--- src/gpio_cmd_regs.vh ---
/*
 Constants for the GPIO command controller: register offsets, field bits,
 command opcodes, pin configuration codes and flash image layout.
 Assumes inclusion by bare name from the design files.
*/
`ifndef GPIO_CMD_REGS_VH
`define GPIO_CMD_REGS_VH

// Register byte offsets
`define REG_OPCODE      8'h00
`define REG_PARAM_LO    8'h04
`define REG_PARAM_HI    8'h08
`define REG_RESP_LO     8'h0C
`define REG_RESP_HI     8'h10
`define REG_STATUS      8'h14
`define REG_INT_STATUS  8'h18
`define REG_INT_MASK    8'h1C

// Status / interrupt bit positions
`define BIT_CMD_ERR     0
`define BIT_CMD_DONE    1
`define BIT_BOOT_DONE   2
`define INT_WIDTH       3

// Command opcodes
`define OP_CFG_WRITE    8'h23
`define OP_CFG_READ     8'h24
`define OP_OUT_WRITE    8'h25
`define OP_OUT_READ     8'h26
`define OP_RSV_READ     8'h27

// Two-bit pin configuration codes
`define CFG_ALT         2'h0
`define CFG_KEEP        2'h0
`define CFG_INPUT       2'h1
`define CFG_PUSH_PULL   2'h2
`define CFG_OPEN_DRAIN  2'h3

// Flash image word indices
`define FL_CFG_LO       2'h0
`define FL_CFG_HI       2'h1
`define FL_RESERVED     2'h2
`define FL_OUT_VAL      2'h3
`define FL_WORDS        3'h4

// Reset values
`define RST_WORD        32'h0000_0000
`define RST_CFG         64'h0000_0000_0000_0000

`endif

--- src/flash_defaults_loader.v ---
/*
 Startup loader: reads the default pin image word by word from external flash.
 Assumes a flash read port that answers each one-cycle read strobe with a
 one-cycle valid carrying the word, after any latency.
*/
`timescale 1ns/1ps
`include "gpio_cmd_regs.vh"

module flash_defaults_loader #(
  parameter [23:0] FLASH_BASE = 24'h00_0000
) (
  input  wire        mclk,
  input  wire        arst_n,
  output reg         flash_rd_r,
  output reg  [23:0] flash_addr_r,
  input  wire [31:0] flash_rdata,
  input  wire        flash_rvalid,
  output reg  [31:0] word_r,
  output reg  [1:0]  word_idx_r,
  output reg         word_vld_r,
  output reg         done_r
);

  localparam [1:0] ST_ISSUE = 2'd0;
  localparam [1:0] ST_WAIT  = 2'd1;
  localparam [1:0] ST_DONE  = 2'd2;

  reg [1:0] state_r;
  reg [2:0] cnt_r;

  always @(posedge mclk or negedge arst_n) begin
    if (!arst_n) begin
      state_r      <= ST_ISSUE;
      cnt_r        <= 3'h0;
      flash_rd_r   <= 1'b0;
      flash_addr_r <= 24'h00_0000;
      word_r       <= `RST_WORD;
      word_idx_r   <= 2'h0;
      word_vld_r   <= 1'b0;
      done_r       <= 1'b0;
    end else begin
      flash_rd_r <= 1'b0;
      word_vld_r <= 1'b0;
      case (state_r)
        ST_ISSUE: begin
          flash_rd_r   <= 1'b1;
          flash_addr_r <= FLASH_BASE + {19'h0_0000, cnt_r, 2'b00};
          state_r      <= ST_WAIT;
        end
        ST_WAIT: begin
          if (flash_rvalid) begin
            word_r     <= flash_rdata;
            word_idx_r <= cnt_r[1:0];
            word_vld_r <= 1'b1;
            cnt_r      <= cnt_r + 3'h1;
            if (cnt_r == `FL_WORDS - 3'h1)
              state_r <= ST_DONE;
            else
              state_r <= ST_ISSUE;
          end
        end
        ST_DONE: begin
          // Done rises one cycle after the last word so it is already applied
          done_r <= 1'b1;
        end
        default: state_r <= ST_DONE;
      endcase
    end
  end

endmodule // flash_defaults_loader

--- src/gpio_command_control.v ---
/*
 GPIO command controller for a 32-pin bank: command execution over a plain
 register port, pin drive logic, sticky error, interrupts, flash defaults.
 Register map: opcode, two parameter words, two response words, status,
 interrupt status (write one to clear) and interrupt mask.
 A command runs when its opcode is written; parameters must be in place first.
 Assumes pin inputs synchronous to mclk and a pad that resolves out/oe.
 Assumes the host waits for the boot flag; earlier opcodes are dropped.
*/
// Local design decisions: the address map and the address-and-strobe port.
// What this block does
// Configuration read returns eight bytes, two bits per pin, pin 0 lowest.
// Returned codes: 0 alternative, 1 input, 2 push-pull, 3 open-drain.
// Host sends output write as four mask bytes then four value bytes.
// Masked pins take the value bit; unmasked pins keep their output.
// Mask on any reserved pin flags error and applies nothing.
// Value written to an input pin is held until it becomes output.
// Bytes little-endian: first byte bit 0 is pin 0, fourth bit 7 pin 31.
// Value zero drives low; value one drives high in push-pull and leaves an open-drain pin undriven.
// Output read returns four bytes of current pin levels.
// Reserved read returns four-byte bitmap, one marks device-reserved pins.
// Flash defaults loaded and applied before host commands take effect.
// Configuration write: 0 keeps, 1 input, 2 push-pull, 3 open-drain.
// Non-zero code on reserved pin flags error and sets nothing.
// Sticky command error readable by host, cleared when read.
`timescale 1ns/1ps
`include "gpio_cmd_regs.vh"

module gpio_command_control #(
  parameter integer  NPINS      = 32,
  parameter [23:0]   FLASH_BASE = 24'h00_0000
) (
  input  wire             mclk,
  input  wire             arst_n,
  input  wire [7:0]       addr,
  input  wire [31:0]      wdata,
  input  wire             wr_stb,
  input  wire             rd_stb,
  output reg  [31:0]      rdata_r,
  output reg              irq_r,
  input  wire [NPINS-1:0] gpio_in,
  output reg  [NPINS-1:0] gpio_out_r,
  output reg  [NPINS-1:0] gpio_oe_r,
  output wire             flash_rd_r,
  output wire [23:0]      flash_addr_r,
  input  wire [31:0]      flash_rdata,
  input  wire             flash_rvalid
);

  // Width of one pin's configuration code
  localparam integer CODE_W = 2;

  // Per-pin merge of a configuration write; code 0 keeps the old code
  function [2*NPINS-1:0] cfg_merge;
    input [2*NPINS-1:0] old_cfg;
    input [2*NPINS-1:0] new_cfg;
    integer i;
    begin
      cfg_merge = old_cfg;
      for (i = 0; i < NPINS; i = i + 1) begin
        if (new_cfg[CODE_W*i +: CODE_W] != `CFG_KEEP)
          cfg_merge[CODE_W*i +: CODE_W] = new_cfg[CODE_W*i +: CODE_W];
      end
    end
  endfunction

  // One bit per pin: code is not "keep"
  function [NPINS-1:0] cfg_touched;
    input [2*NPINS-1:0] new_cfg;
    integer i;
    begin
      cfg_touched = {NPINS{1'b0}};
      for (i = 0; i < NPINS; i = i + 1)
        cfg_touched[i] = (new_cfg[CODE_W*i +: CODE_W] != `CFG_KEEP);
    end
  endfunction

  reg  [2*NPINS-1:0] cfg_r;
  reg  [NPINS-1:0]   rsv_r;
  reg  [NPINS-1:0]   val_r;
  reg  [31:0]        param_lo_r;
  reg  [31:0]        param_hi_r;
  reg  [31:0]        resp_lo_r;
  reg  [31:0]        resp_hi_r;
  reg                err_r;
  reg  [`INT_WIDTH-1:0] int_status_r;
  reg  [`INT_WIDTH-1:0] int_mask_r;

  reg  [2*NPINS-1:0] cfg_nxt;
  reg  [NPINS-1:0]   rsv_nxt;
  reg  [NPINS-1:0]   val_nxt;
  reg  [31:0]        resp_lo_nxt;
  reg  [31:0]        resp_hi_nxt;
  reg                err_nxt;
  reg  [`INT_WIDTH-1:0] int_status_nxt;
  reg  [`INT_WIDTH-1:0] ev;
  reg  [NPINS-1:0]   out_nxt;
  reg  [NPINS-1:0]   oe_nxt;
  reg  [31:0]        rdata_nxt;
  reg  [31:0]        param_lo_nxt;
  reg  [31:0]        param_hi_nxt;
  reg  [`INT_WIDTH-1:0] int_mask_nxt;

  wire [31:0] ld_word;
  wire [1:0]  ld_idx;
  wire        ld_vld;
  wire        boot_done;
  reg         boot_done_d_r;

  flash_defaults_loader #(
    .FLASH_BASE (FLASH_BASE)
  ) u_loader (
    .mclk         (mclk),
    .arst_n       (arst_n),
    .flash_rd_r   (flash_rd_r),
    .flash_addr_r (flash_addr_r),
    .flash_rdata  (flash_rdata),
    .flash_rvalid (flash_rvalid),
    .word_r       (ld_word),
    .word_idx_r   (ld_idx),
    .word_vld_r   (ld_vld),
    .done_r       (boot_done)
  );

  wire op_wr  = wr_stb && (addr == `REG_OPCODE);
  wire [7:0] opcode = wdata[7:0];
  // Commands are ignored until the flash image is in place
  wire cmd_go = op_wr && boot_done;

  // Reserved pins touched by the pending command; any one makes it an error
  wire [NPINS-1:0] rsv_hit_out = param_lo_r[NPINS-1:0] & rsv_r;
  wire [NPINS-1:0] rsv_hit_cfg = cfg_touched({param_hi_r, param_lo_r}) & rsv_r;

  // Command execution and flash load
  always @* begin
    cfg_nxt     = cfg_r;
    rsv_nxt     = rsv_r;
    val_nxt     = val_r;
    resp_lo_nxt = resp_lo_r;
    resp_hi_nxt = resp_hi_r;
    ev          = {`INT_WIDTH{1'b0}};
    // Flash words land one at a time; the last one lifts the command gate
    if (ld_vld) begin
      case (ld_idx)
        `FL_CFG_LO:   cfg_nxt[31:0]  = ld_word;
        `FL_CFG_HI:   cfg_nxt[63:32] = ld_word;
        `FL_RESERVED: rsv_nxt        = ld_word;
        `FL_OUT_VAL:  val_nxt        = ld_word;
        default:      rsv_nxt        = rsv_r;
      endcase
    end
    if (boot_done && !boot_done_d_r)
      ev[`BIT_BOOT_DONE] = 1'b1;
    if (cmd_go) begin
      ev[`BIT_CMD_DONE] = 1'b1;
      case (opcode)
        `OP_CFG_READ: begin
          // Pin i sits at bits 2i+1:2i, byte 1 in the low lane
          resp_lo_nxt = cfg_r[31:0];
          resp_hi_nxt = cfg_r[63:32];
        end
        `OP_CFG_WRITE: begin
          // A single touched reserved pin rejects the whole write
          if (|rsv_hit_cfg)
            ev[`BIT_CMD_ERR] = 1'b1;
          else
            cfg_nxt = cfg_merge(cfg_r, {param_hi_r, param_lo_r});
        end
        `OP_OUT_WRITE: begin
          // Mask in the low word, values in the high word, pin 0 at bit 0
          if (|rsv_hit_out)
            ev[`BIT_CMD_ERR] = 1'b1;
          else
            val_nxt = (val_r & ~param_lo_r) | (param_hi_r & param_lo_r);
        end
        `OP_OUT_READ: begin
          // Pins are sampled at the opcode edge, not when the word is read
          resp_lo_nxt = gpio_in;
          resp_hi_nxt = `RST_WORD;
        end
        `OP_RSV_READ: begin
          resp_lo_nxt = rsv_r;
          resp_hi_nxt = `RST_WORD;
        end
        default: ev[`BIT_CMD_ERR] = 1'b1;
      endcase
    end
  end

  // Pin drive follows the stored value only for output codes
  always @* begin : drive
    integer i;
    out_nxt = {NPINS{1'b0}};
    oe_nxt  = {NPINS{1'b0}};
    for (i = 0; i < NPINS; i = i + 1) begin
      case (cfg_nxt[CODE_W*i +: CODE_W])
        `CFG_PUSH_PULL: begin
          out_nxt[i] = val_nxt[i];
          oe_nxt[i]  = 1'b1;
        end
        `CFG_OPEN_DRAIN: begin
          // Only the low level is driven; high is left to the pull-up
          out_nxt[i] = 1'b0;
          oe_nxt[i]  = ~val_nxt[i];
        end
        `CFG_INPUT: begin
          // Value stays pending in val_r until the pin turns output
          out_nxt[i] = 1'b0;
          oe_nxt[i]  = 1'b0;
        end
        default: begin
          // Alternative function owns the pad; keep off it
          out_nxt[i] = 1'b0;
          oe_nxt[i]  = 1'b0;
        end
      endcase
    end
  end

  wire status_rd = rd_stb && (addr == `REG_STATUS);
  wire ints_w1c  = wr_stb && (addr == `REG_INT_STATUS);

  // Sticky flags: a new event beats a clear in the same cycle
  always @* begin
    err_nxt = err_r;
    if (status_rd)
      err_nxt = 1'b0;
    if (ev[`BIT_CMD_ERR])
      err_nxt = 1'b1;
    int_status_nxt = int_status_r;
    if (ints_w1c)
      int_status_nxt = int_status_r & ~wdata[`INT_WIDTH-1:0];
    int_status_nxt = int_status_nxt | ev;
  end

  // Host-written parameter and mask registers
  always @* begin
    param_lo_nxt = param_lo_r;
    param_hi_nxt = param_hi_r;
    int_mask_nxt = int_mask_r;
    if (wr_stb) begin
      case (addr)
        `REG_PARAM_LO: param_lo_nxt = wdata;
        `REG_PARAM_HI: param_hi_nxt = wdata;
        `REG_INT_MASK: int_mask_nxt = wdata[`INT_WIDTH-1:0];
        default:       param_lo_nxt = param_lo_r;
      endcase
    end
  end

  // Read data, valid only in the cycle after the strobe
  always @* begin
    rdata_nxt = `RST_WORD;
    if (rd_stb) begin
      case (addr)
        `REG_PARAM_LO:   rdata_nxt = param_lo_r;
        `REG_PARAM_HI:   rdata_nxt = param_hi_r;
        `REG_RESP_LO:    rdata_nxt = resp_lo_r;
        `REG_RESP_HI:    rdata_nxt = resp_hi_r;
        `REG_STATUS: begin
          rdata_nxt[`BIT_CMD_ERR]   = err_r;
          rdata_nxt[`BIT_BOOT_DONE] = boot_done;
        end
        `REG_INT_STATUS: rdata_nxt[`INT_WIDTH-1:0] = int_status_r;
        `REG_INT_MASK:   rdata_nxt[`INT_WIDTH-1:0] = int_mask_r;
        default:         rdata_nxt = `RST_WORD;
      endcase
    end
  end

  always @(posedge mclk or negedge arst_n) begin
    if (!arst_n) begin
      cfg_r         <= `RST_CFG;
      rsv_r         <= `RST_WORD;
      val_r         <= `RST_WORD;
      param_lo_r    <= `RST_WORD;
      param_hi_r    <= `RST_WORD;
      resp_lo_r     <= `RST_WORD;
      resp_hi_r     <= `RST_WORD;
      err_r         <= 1'b0;
      int_status_r  <= {`INT_WIDTH{1'b0}};
      int_mask_r    <= {`INT_WIDTH{1'b0}};
      boot_done_d_r <= 1'b0;
      rdata_r       <= `RST_WORD;
      irq_r         <= 1'b0;
      gpio_out_r    <= `RST_WORD;
      gpio_oe_r     <= `RST_WORD;
    end else begin
      cfg_r         <= cfg_nxt;
      rsv_r         <= rsv_nxt;
      val_r         <= val_nxt;
      resp_lo_r     <= resp_lo_nxt;
      resp_hi_r     <= resp_hi_nxt;
      err_r         <= err_nxt;
      int_status_r  <= int_status_nxt;
      boot_done_d_r <= boot_done;
      rdata_r       <= rdata_nxt;
      param_lo_r    <= param_lo_nxt;
      param_hi_r    <= param_hi_nxt;
      int_mask_r    <= int_mask_nxt;
      // Next mask, so a mask write shows on the pin at once
      irq_r         <= |(int_status_nxt & int_mask_nxt);
      gpio_out_r    <= out_nxt;
      gpio_oe_r     <= oe_nxt;
    end
  end

endmodule // gpio_command_control

--- config.mk ---
export PLATFORM = sky130hd
export DESIGN_NAME = gpio_command_control
export DESIGN_NICKNAME = d
export VERILOG_FILES = /design/src/flash_defaults_loader.v /design/src/gpio_command_control.v
export VERILOG_INCLUDE_DIRS = /design/src
export SDC_FILE = /design/constraint.sdc
export NUM_CORES = 1
export LEC_CHECK = 0
export ABC_AREA = 1
export BUFFER_PORTS_ARGS = -buffer_cell sky130_fd_sc_hd__buf_2
export CAP_MARGIN = 25
export CORE_AREA = 3 3 231 256
export DETAILED_ROUTE_END_ITERATION = 6
export DIE_AREA = 0 0 234 259
export PLACE_DENSITY = 0.59
export SETUP_SLACK_MARGIN = 0.3
export SYNTH_ARGS = -nofsm -noshare
export SYNTH_HDL_FRONTEND = slang
export SYNTH_HIERARCHICAL = 1
export SYNTH_SLANG_ARGS = --single-unit
--- constraint.sdc ---
create_clock -name mclk -period 1.7 [get_ports mclk]
set_clock_uncertainty 0.05 [all_clocks]
set_input_delay 0.34 -clock mclk [delete_from_list [all_inputs] [get_ports mclk]]
set_output_delay 0.34 -clock mclk [all_outputs]
set_load 0.005 [all_outputs]
After elaboration in Yosys (flattened, before gate mapping) --
Cells that the tools add are included.
Cells by class: $add $sub $neg 1, equal/unequal tests 83, muxes and demuxes 130, bitwise gates (word level) 43, reductions and logical operators 56
Operator list (count):
- 32-bit 2-to-1 mux | 8
- 64-bit 2-to-1 mux | 4
- 2-bit == test (second input constant) | 67
- 32-bit AND | 4
- 29-bit one-hot mux with 4 select lines | 1
- 32-bit one-hot mux with 3 select lines | 1
- 2-bit 2-to-1 mux | 35
- 2-bit nonzero test | 34
- 1-bit one-hot mux with 2 select lines | 32
- 32-bit one-hot mux with 2 select lines | 1
- 32-bit OR reduction | 2
- 8-bit by 6-bit == test with 1-bit output (second input constant) | 5
- 1-bit 2-to-1 mux | 40
- 1-bit inverter | 33
- 8-bit by 5-bit == test with 1-bit output (second input constant) | 4
- 32-bit inverter | 1
- 32-bit bitwise OR | 1
- 8-bit by 4-bit == test with 1-bit output (second input constant) | 2
- 1-bit one-hot mux with 7 select lines | 2
- 2-bit AND reduction | 7
- 3-bit 2-to-1 mux | 3
- 8-bit by 3-bit == test with 1-bit output (second input constant) | 1
- 8-bit zero test | 1
- 3-bit AND | 2
- other kinds (15) | 22
Storage, ports and cells: flip-flop bits (word level) 406, word-level logic and storage cells 336

Logic depth before layout (Yosys ltp) --
depth in word-level cells 9, depth in mapped cells 14

Modules after synthesis --
The synthesis kept the hierarchy.
Modules (own cells, without submodules):
- gpio_command_control | instances 1, cells an instance 2276, area an instance 17779.6 um^2, seq. area each 9033.7 um^2
- flash_defaults_loader | instances 1, cells an instance 217, area an instance 2052.0 um^2, seq. area each 1126.1 um^2

Least setup slack after synthesis --
OpenSTA, ideal clock, no wires.
kind register to register, start register param_lo_r[2], end register gpio_out_r[0], setup time 0.071 ns, arrival 1.541 ns, slack 0.038 ns, cell stages (with the launch flop) 13, path buffers 3, clock period less this slack 1.662 ns, path through dfrtp_1 -> buf_2 -> o21ai_1 -> nand2_1 -> nor2_1 -> nand2_1 -> nor2_4 -> buf_4 -> buf_6 -> nand4_2 -> nand2_2 -> nand2_1 -> nor2_1
On the way: cells in the longest elaborated chain, start to end 8, elaborated cells on any way between the ends 13, those cells by class eq/ne: 1; mux: 7; bitwise: 2; reduce/logical: 3
RTL lines:
- start: declaration | RTL line gpio_command_control.v:81 | reg [31:0] param_lo_r;
- start signal: assignment | RTL line gpio_command_control.v:276 | param_lo_r <= `RST_WORD;
- start signal: assignment | RTL line gpio_command_control.v:298 | param_lo_r <= param_lo_nxt;
- 2-bit nonzero test (no line)
- 32-bit AND | RTL line gpio_command_control.v:132 | wire [NPINS-1:0] rsv_hit_cfg = cfg_touched({param_hi_r, param_lo_r}) & rsv_r;
- 32-bit OR reduction | RTL line gpio_command_control.v:164 | if (|rsv_hit_cfg)
- 64-bit 2-to-1 mux | RTL line gpio_command_control.v:164
- 64-bit 2-to-1 mux | RTL line gpio_command_control.v:156 | case (opcode)
- 64-bit 2-to-1 mux | RTL line gpio_command_control.v:154 | if (cmd_go) begin
- net cfg_nxt[1] | RTL line gpio_command_control.v:89 | reg [2*NPINS-1:0] cfg_nxt;
- 2-bit == test | RTL line gpio_command_control.v:196 | case (cfg_nxt[CODE_W*i +: CODE_W])
- 1-bit 2-to-1 mux | RTL line gpio_command_control.v:196
- net out_nxt[0] | RTL line gpio_command_control.v:97 | reg [NPINS-1:0] out_nxt;
- end signal: assignment | RTL line gpio_command_control.v:286 | gpio_out_r <= `RST_WORD;
- end signal: assignment | RTL line gpio_command_control.v:303 | gpio_out_r <= out_nxt;
- end: declaration | RTL line gpio_command_control.v:42 | output reg [NPINS-1:0] gpio_out_r,
The timed path passes the listed nets, and every way through them passes these cells. A chain may end at the register's enable or synchronous reset.

Worst setup path after layout --
start register param_lo_r[5], end register gpio_out_r[31]
On the way: cells in the longest elaborated chain, start to end 8, elaborated cells on any way between the ends 13, those cells by class eq/ne: 1; mux: 7; bitwise: 2; reduce/logical: 3
RTL lines (RTL line):
- 2-bit nonzero test (no line)
- 32-bit AND | gpio_command_control.v:132
- 32-bit OR reduction | gpio_command_control.v:164
- 64-bit 2-to-1 mux | gpio_command_control.v:164
- 64-bit 2-to-1 mux | gpio_command_control.v:156
- 64-bit 2-to-1 mux | gpio_command_control.v:154
- 2-bit == test | gpio_command_control.v:196
- 1-bit 2-to-1 mux (*) | gpio_command_control.v:196
- net out_nxt[31] | gpio_command_control.v:97
Mark *: on every way through the listed nets, which the timed path passes. The rest lies on a longest branch.

==> results by group <==
Run status
  • Status: finished with violations
  • Failing checks: negative setup slack

STA
  • Final setup viols: 199
  • Fmax: 450 MHz
  • Min Tclk post-route: 2.22 ns
  • Final WS setup: -0.523 ns
  • Final Max Slew Viols: 0
  • RSZ-0062 raised after global routing: true
  • Final number of hold-violating endpoints: 0
  • Tcrit/Tclk final: 1.31

GRT
  • GRT Overall Usage: 0.288
  • Initial antenna violation count: 0
  • Gr ovfl total: 0
  • Largest net degree at the start of global routing: 73
  • Vias in the first global route: 19374
  • First-pass GRT wire length: 128000 um

Layout
  • Commonest non-fill, non-tap cells in the layout: nand2_1, dfrtp_1, buf_4
  • Area Overhead vs Synth: 44.5%
  • Nets: 3157
  • Most common cell after layout, fill and taps aside: nand2_1
  • Share of cells above drive strength 1: 0.330
  • Post-Layout Cell Count: 3834
  • Fill cell count: 5405

Pwr
  • P_leak: 0.0145 uW
  • Power per cell area: 1500 mW/mm2
  • Clock share of power: 0.258
  • Internal power consumption: 26000 uW
  • Power share of the sequential group: 0.347
  • Combinational share of power: 0.395
  • NetSw: 16900 uW
  • Total power: 42900 uW
  • Switch share: 0.395
  • Peak VDD IR: 0.000887 V

Yosys
  • Cell Area, Synth: 0.0198 mm2
  • Register area share after synthesis: 0.512
  • Top cell type's share of synthesized area: 0.512
  • Largest cells by area after synthesis: dfrtp_1, nand2_1, o21ai_0
  • Average size of a mapped cell: 7.95 um2
  • Ys Warns: 6
  • Synth area leader: dfrtp_1
  • Syn Inst Count: 2493
  • Unique masters post-synth: 39
  • #FFs+latches synth: 406

Detailed routing
  • Wire length after detailed routing: 91900 um
  • Drt wl/cell: 24.0 um
  • Drc violations: 0
  • Top Layer Used: met4
  • DRT met1 WL: 38200 um
  • TritonRoute pass-1 iters: 6
  • Met3 wire length: 8420 um
  • Via Count: 20304
  • Initial DRC count: 2217
  • Via density per instance: 5.30
  • ANT nets after route: 0
  • Met2 WL: 41400 um

Floorplanning
  • Initial Util: 0.348
  • Die X: 234 um
  • Number of placement rows: 92
  • Chip height: 259 um
  • IO Pins: 231
  • Die area: 0.0606 mm2
  • Core area: 0.0570 mm2

Worst setup path
  • FF-to-FF Start: param_lo_r[5]
  • Worst reg2reg path depth: 12
  • Max stage delay on crit path: 0.44 ns
  • WP depth: 12
  • CP max-delay cell: dfrtp_1
  • Crit. Startpoint: param_lo_r[5]
  • Crit Path Class: reg -> reg
  • CP Capture Point: gpio_out_r[31]
  • FF-to-FF setup slack: -0.52 ns
  • Startpoint class of the critical path: flip-flop
  • CP Capture Type: flip-flop
  • Worst r2r dst: gpio_out_r[31]
  • Critical Path RT: 2.19 ns
  • Worst EP arrival: 2.71 ns
  • Crit path cell chain: o21ai_1, nand2_1, nor2_1, nand2_1, nor2_4, buf_6, nand3_4, buf_12, nand2_4, nand3_2, nor2_4, buf_6
  • Worst-path maximum fanout: 8
  • Buf+Inv Stages, Crit Path: 3
  • Crit path max-delay family: simple AND/OR/NAND/NOR gates

Placed design
  • Cell Count Post-Placement: 3623
  • Port bufs: 209
  • RD Place Congestion: 0.962
  • DP HPWL: 66600 um

Clock tree
  • Worst skew pair latency: 0.60 ns
  • CTS tree: done
  • Root Buffer: clkbuf_16
  • CTS H-tree depth: 2
  • Clock tree sinks: 406
  • CTS buffer count: 46
  • Clock slew at reported path FFs: 0.06 ns
  • Clock Tree Buf Depth: 3

Min path
  • Worst min path class: in -> reg

Job
  • Max_cap viols: 0
-- synthesized netlist by cell type, drive strengths merged --
cell type,number
o221ai,1
nand4,104
a41oi,52
mux2i,31
nand3,99
conb,1
o31ai,9
clkinv,1
o211ai,3
ha,2
buf,94
nor3,6
dfrtp,406
o21ai,240
nand2,892
inv,259
nor2,153
a21oi,70
o22ai,5
and3,1
clkbuf,56
o21bai,1
a221oi,2
a211oi,5
-- worst min path at each step --
| stage | slack, ns | cells after the start | to | start |
|---|---|---|---|---|
| 2_1_floorplan | -0.006 | 0 | boot_done_d_r | arst_n |
| 3_3_place_gp | 0.19 | 1 | resp_lo_r[12] | arst_n |
| 3_5_place_dp | 0.19 | 1 | resp_lo_r[12] | arst_n |
| 4_1_cts | 0.004 | 3 | param_hi_r[28] | wdata[28] |
| 5_1_grt | 0.02 | 3 | resp_lo_r[25] | gpio_in[25] |
| 6_report | 0.02 | 3 | param_hi_r[22] | wdata[22] |
-- logic make-up (layout without fill, tap and decap cells) --
family	count (synthesis)	in the layout	share of synthesized area
muxes	31	31	0.0156
buffers and inverters	410	977	0.0917
other	1	23	0.000189
AOI/OAI and AO/OA	388	388	0.113
DFF	406	406	0.512
adders and majority gates	2	2	0.00126
and+or+nand+nor	1255	1255	0.266
-- tightest hold or removal path, cell delays in order --
cell and delay, ns:
buf_2 0.10, inv_1 0.08, o21ai_0 0.09
-- power by group through the flow --
| stage | clock, uW | combinational, uW | sequential [uW] |
|---|---|---|---|
| CTS | 11200 | 13700 | 14700 |
| floorplan | 0 | 7250 | 13800 |
| global placement | 0 | 12500 | 14800 |
| detailed placement | 0 | 12600 | 14800 |
| finish | 11100 | 17000 | 14900 |
| global route | 11500 | 18300 | 15000 |
-- state kept, by name, summed over array words and instances, names as in the netlist, 2 cells and up --
signal,count
u_loader/state_r,2
u_loader/cnt_r,3
gpio_out_r,32
u_loader/word_idx_r,2
int_status_r,3
param_lo_r,32
param_hi_r,32
rsv_r,32
cfg_r,64
u_loader/word_r,32
gpio_oe_r,32
val_r,32
int_mask_r,3
resp_lo_r,32
resp_hi_r,32
u_loader/flash_addr_r,3
rdata_r,32
-- area by class of cell --
cell class / count / area, um2 / share of cell area
clock inverter: 14 / 251 / 0.00878
sequential: 406 / 10200 / 0.355
multi-input combinational: 1697 / 9200 / 0.321
timing repair buffer: 635 / 5630 / 0.197
inverter: 260 / 1020 / 0.0358
antenna: 2 / 5.00 / 0.000175
clock buffer: 68 / 1420 / 0.0495
tap: 752 / 941 / 0.0328
-- repair_timing --
action / CTS / global route
resized for setup: 88 / 349
hold buffers: 52 / 0
cloned: 2 / 17
setup endpoints to repair: 385 / 417
hold endpoints to repair: 401 / 0
pin swaps: 18 / 118
buffers inserted: 8 / 48
-- routing by layer --
| layer | up-vias | track usage |
|---|---|---|
| met1 | 9892 | 0.413 |
| met5 | - | 0 |
| met3 | 202 | 0.0475 |
| met2 | 1072 | 0.443 |
| met4 | 0 | 0.0903 |
| li1 | 9138 | - |
-- through the flow --
stage | TNS [ns] | setup slack (ns) | cell area (um2) | hold slack [ns] | util
global placement | -96.05 | -0.679 | 24100 | 0.195 | 0.423
global route | -70.74 | -0.555 | 28600 | 0.0214 | 0.503
CTS | -44.39 | -0.432 | 26700 | 0.00421 | 0.468
floorplan | 0 | 0.0640 | 20200 | -0.00559 | -
finish | -61.70 | -0.523 | 28700 | 0.0204 | 0.503
detailed placement | -100.34 | -0.673 | 24100 | 0.192 | 0.423
No activity file was read; power rests on OpenSTA's default activity.
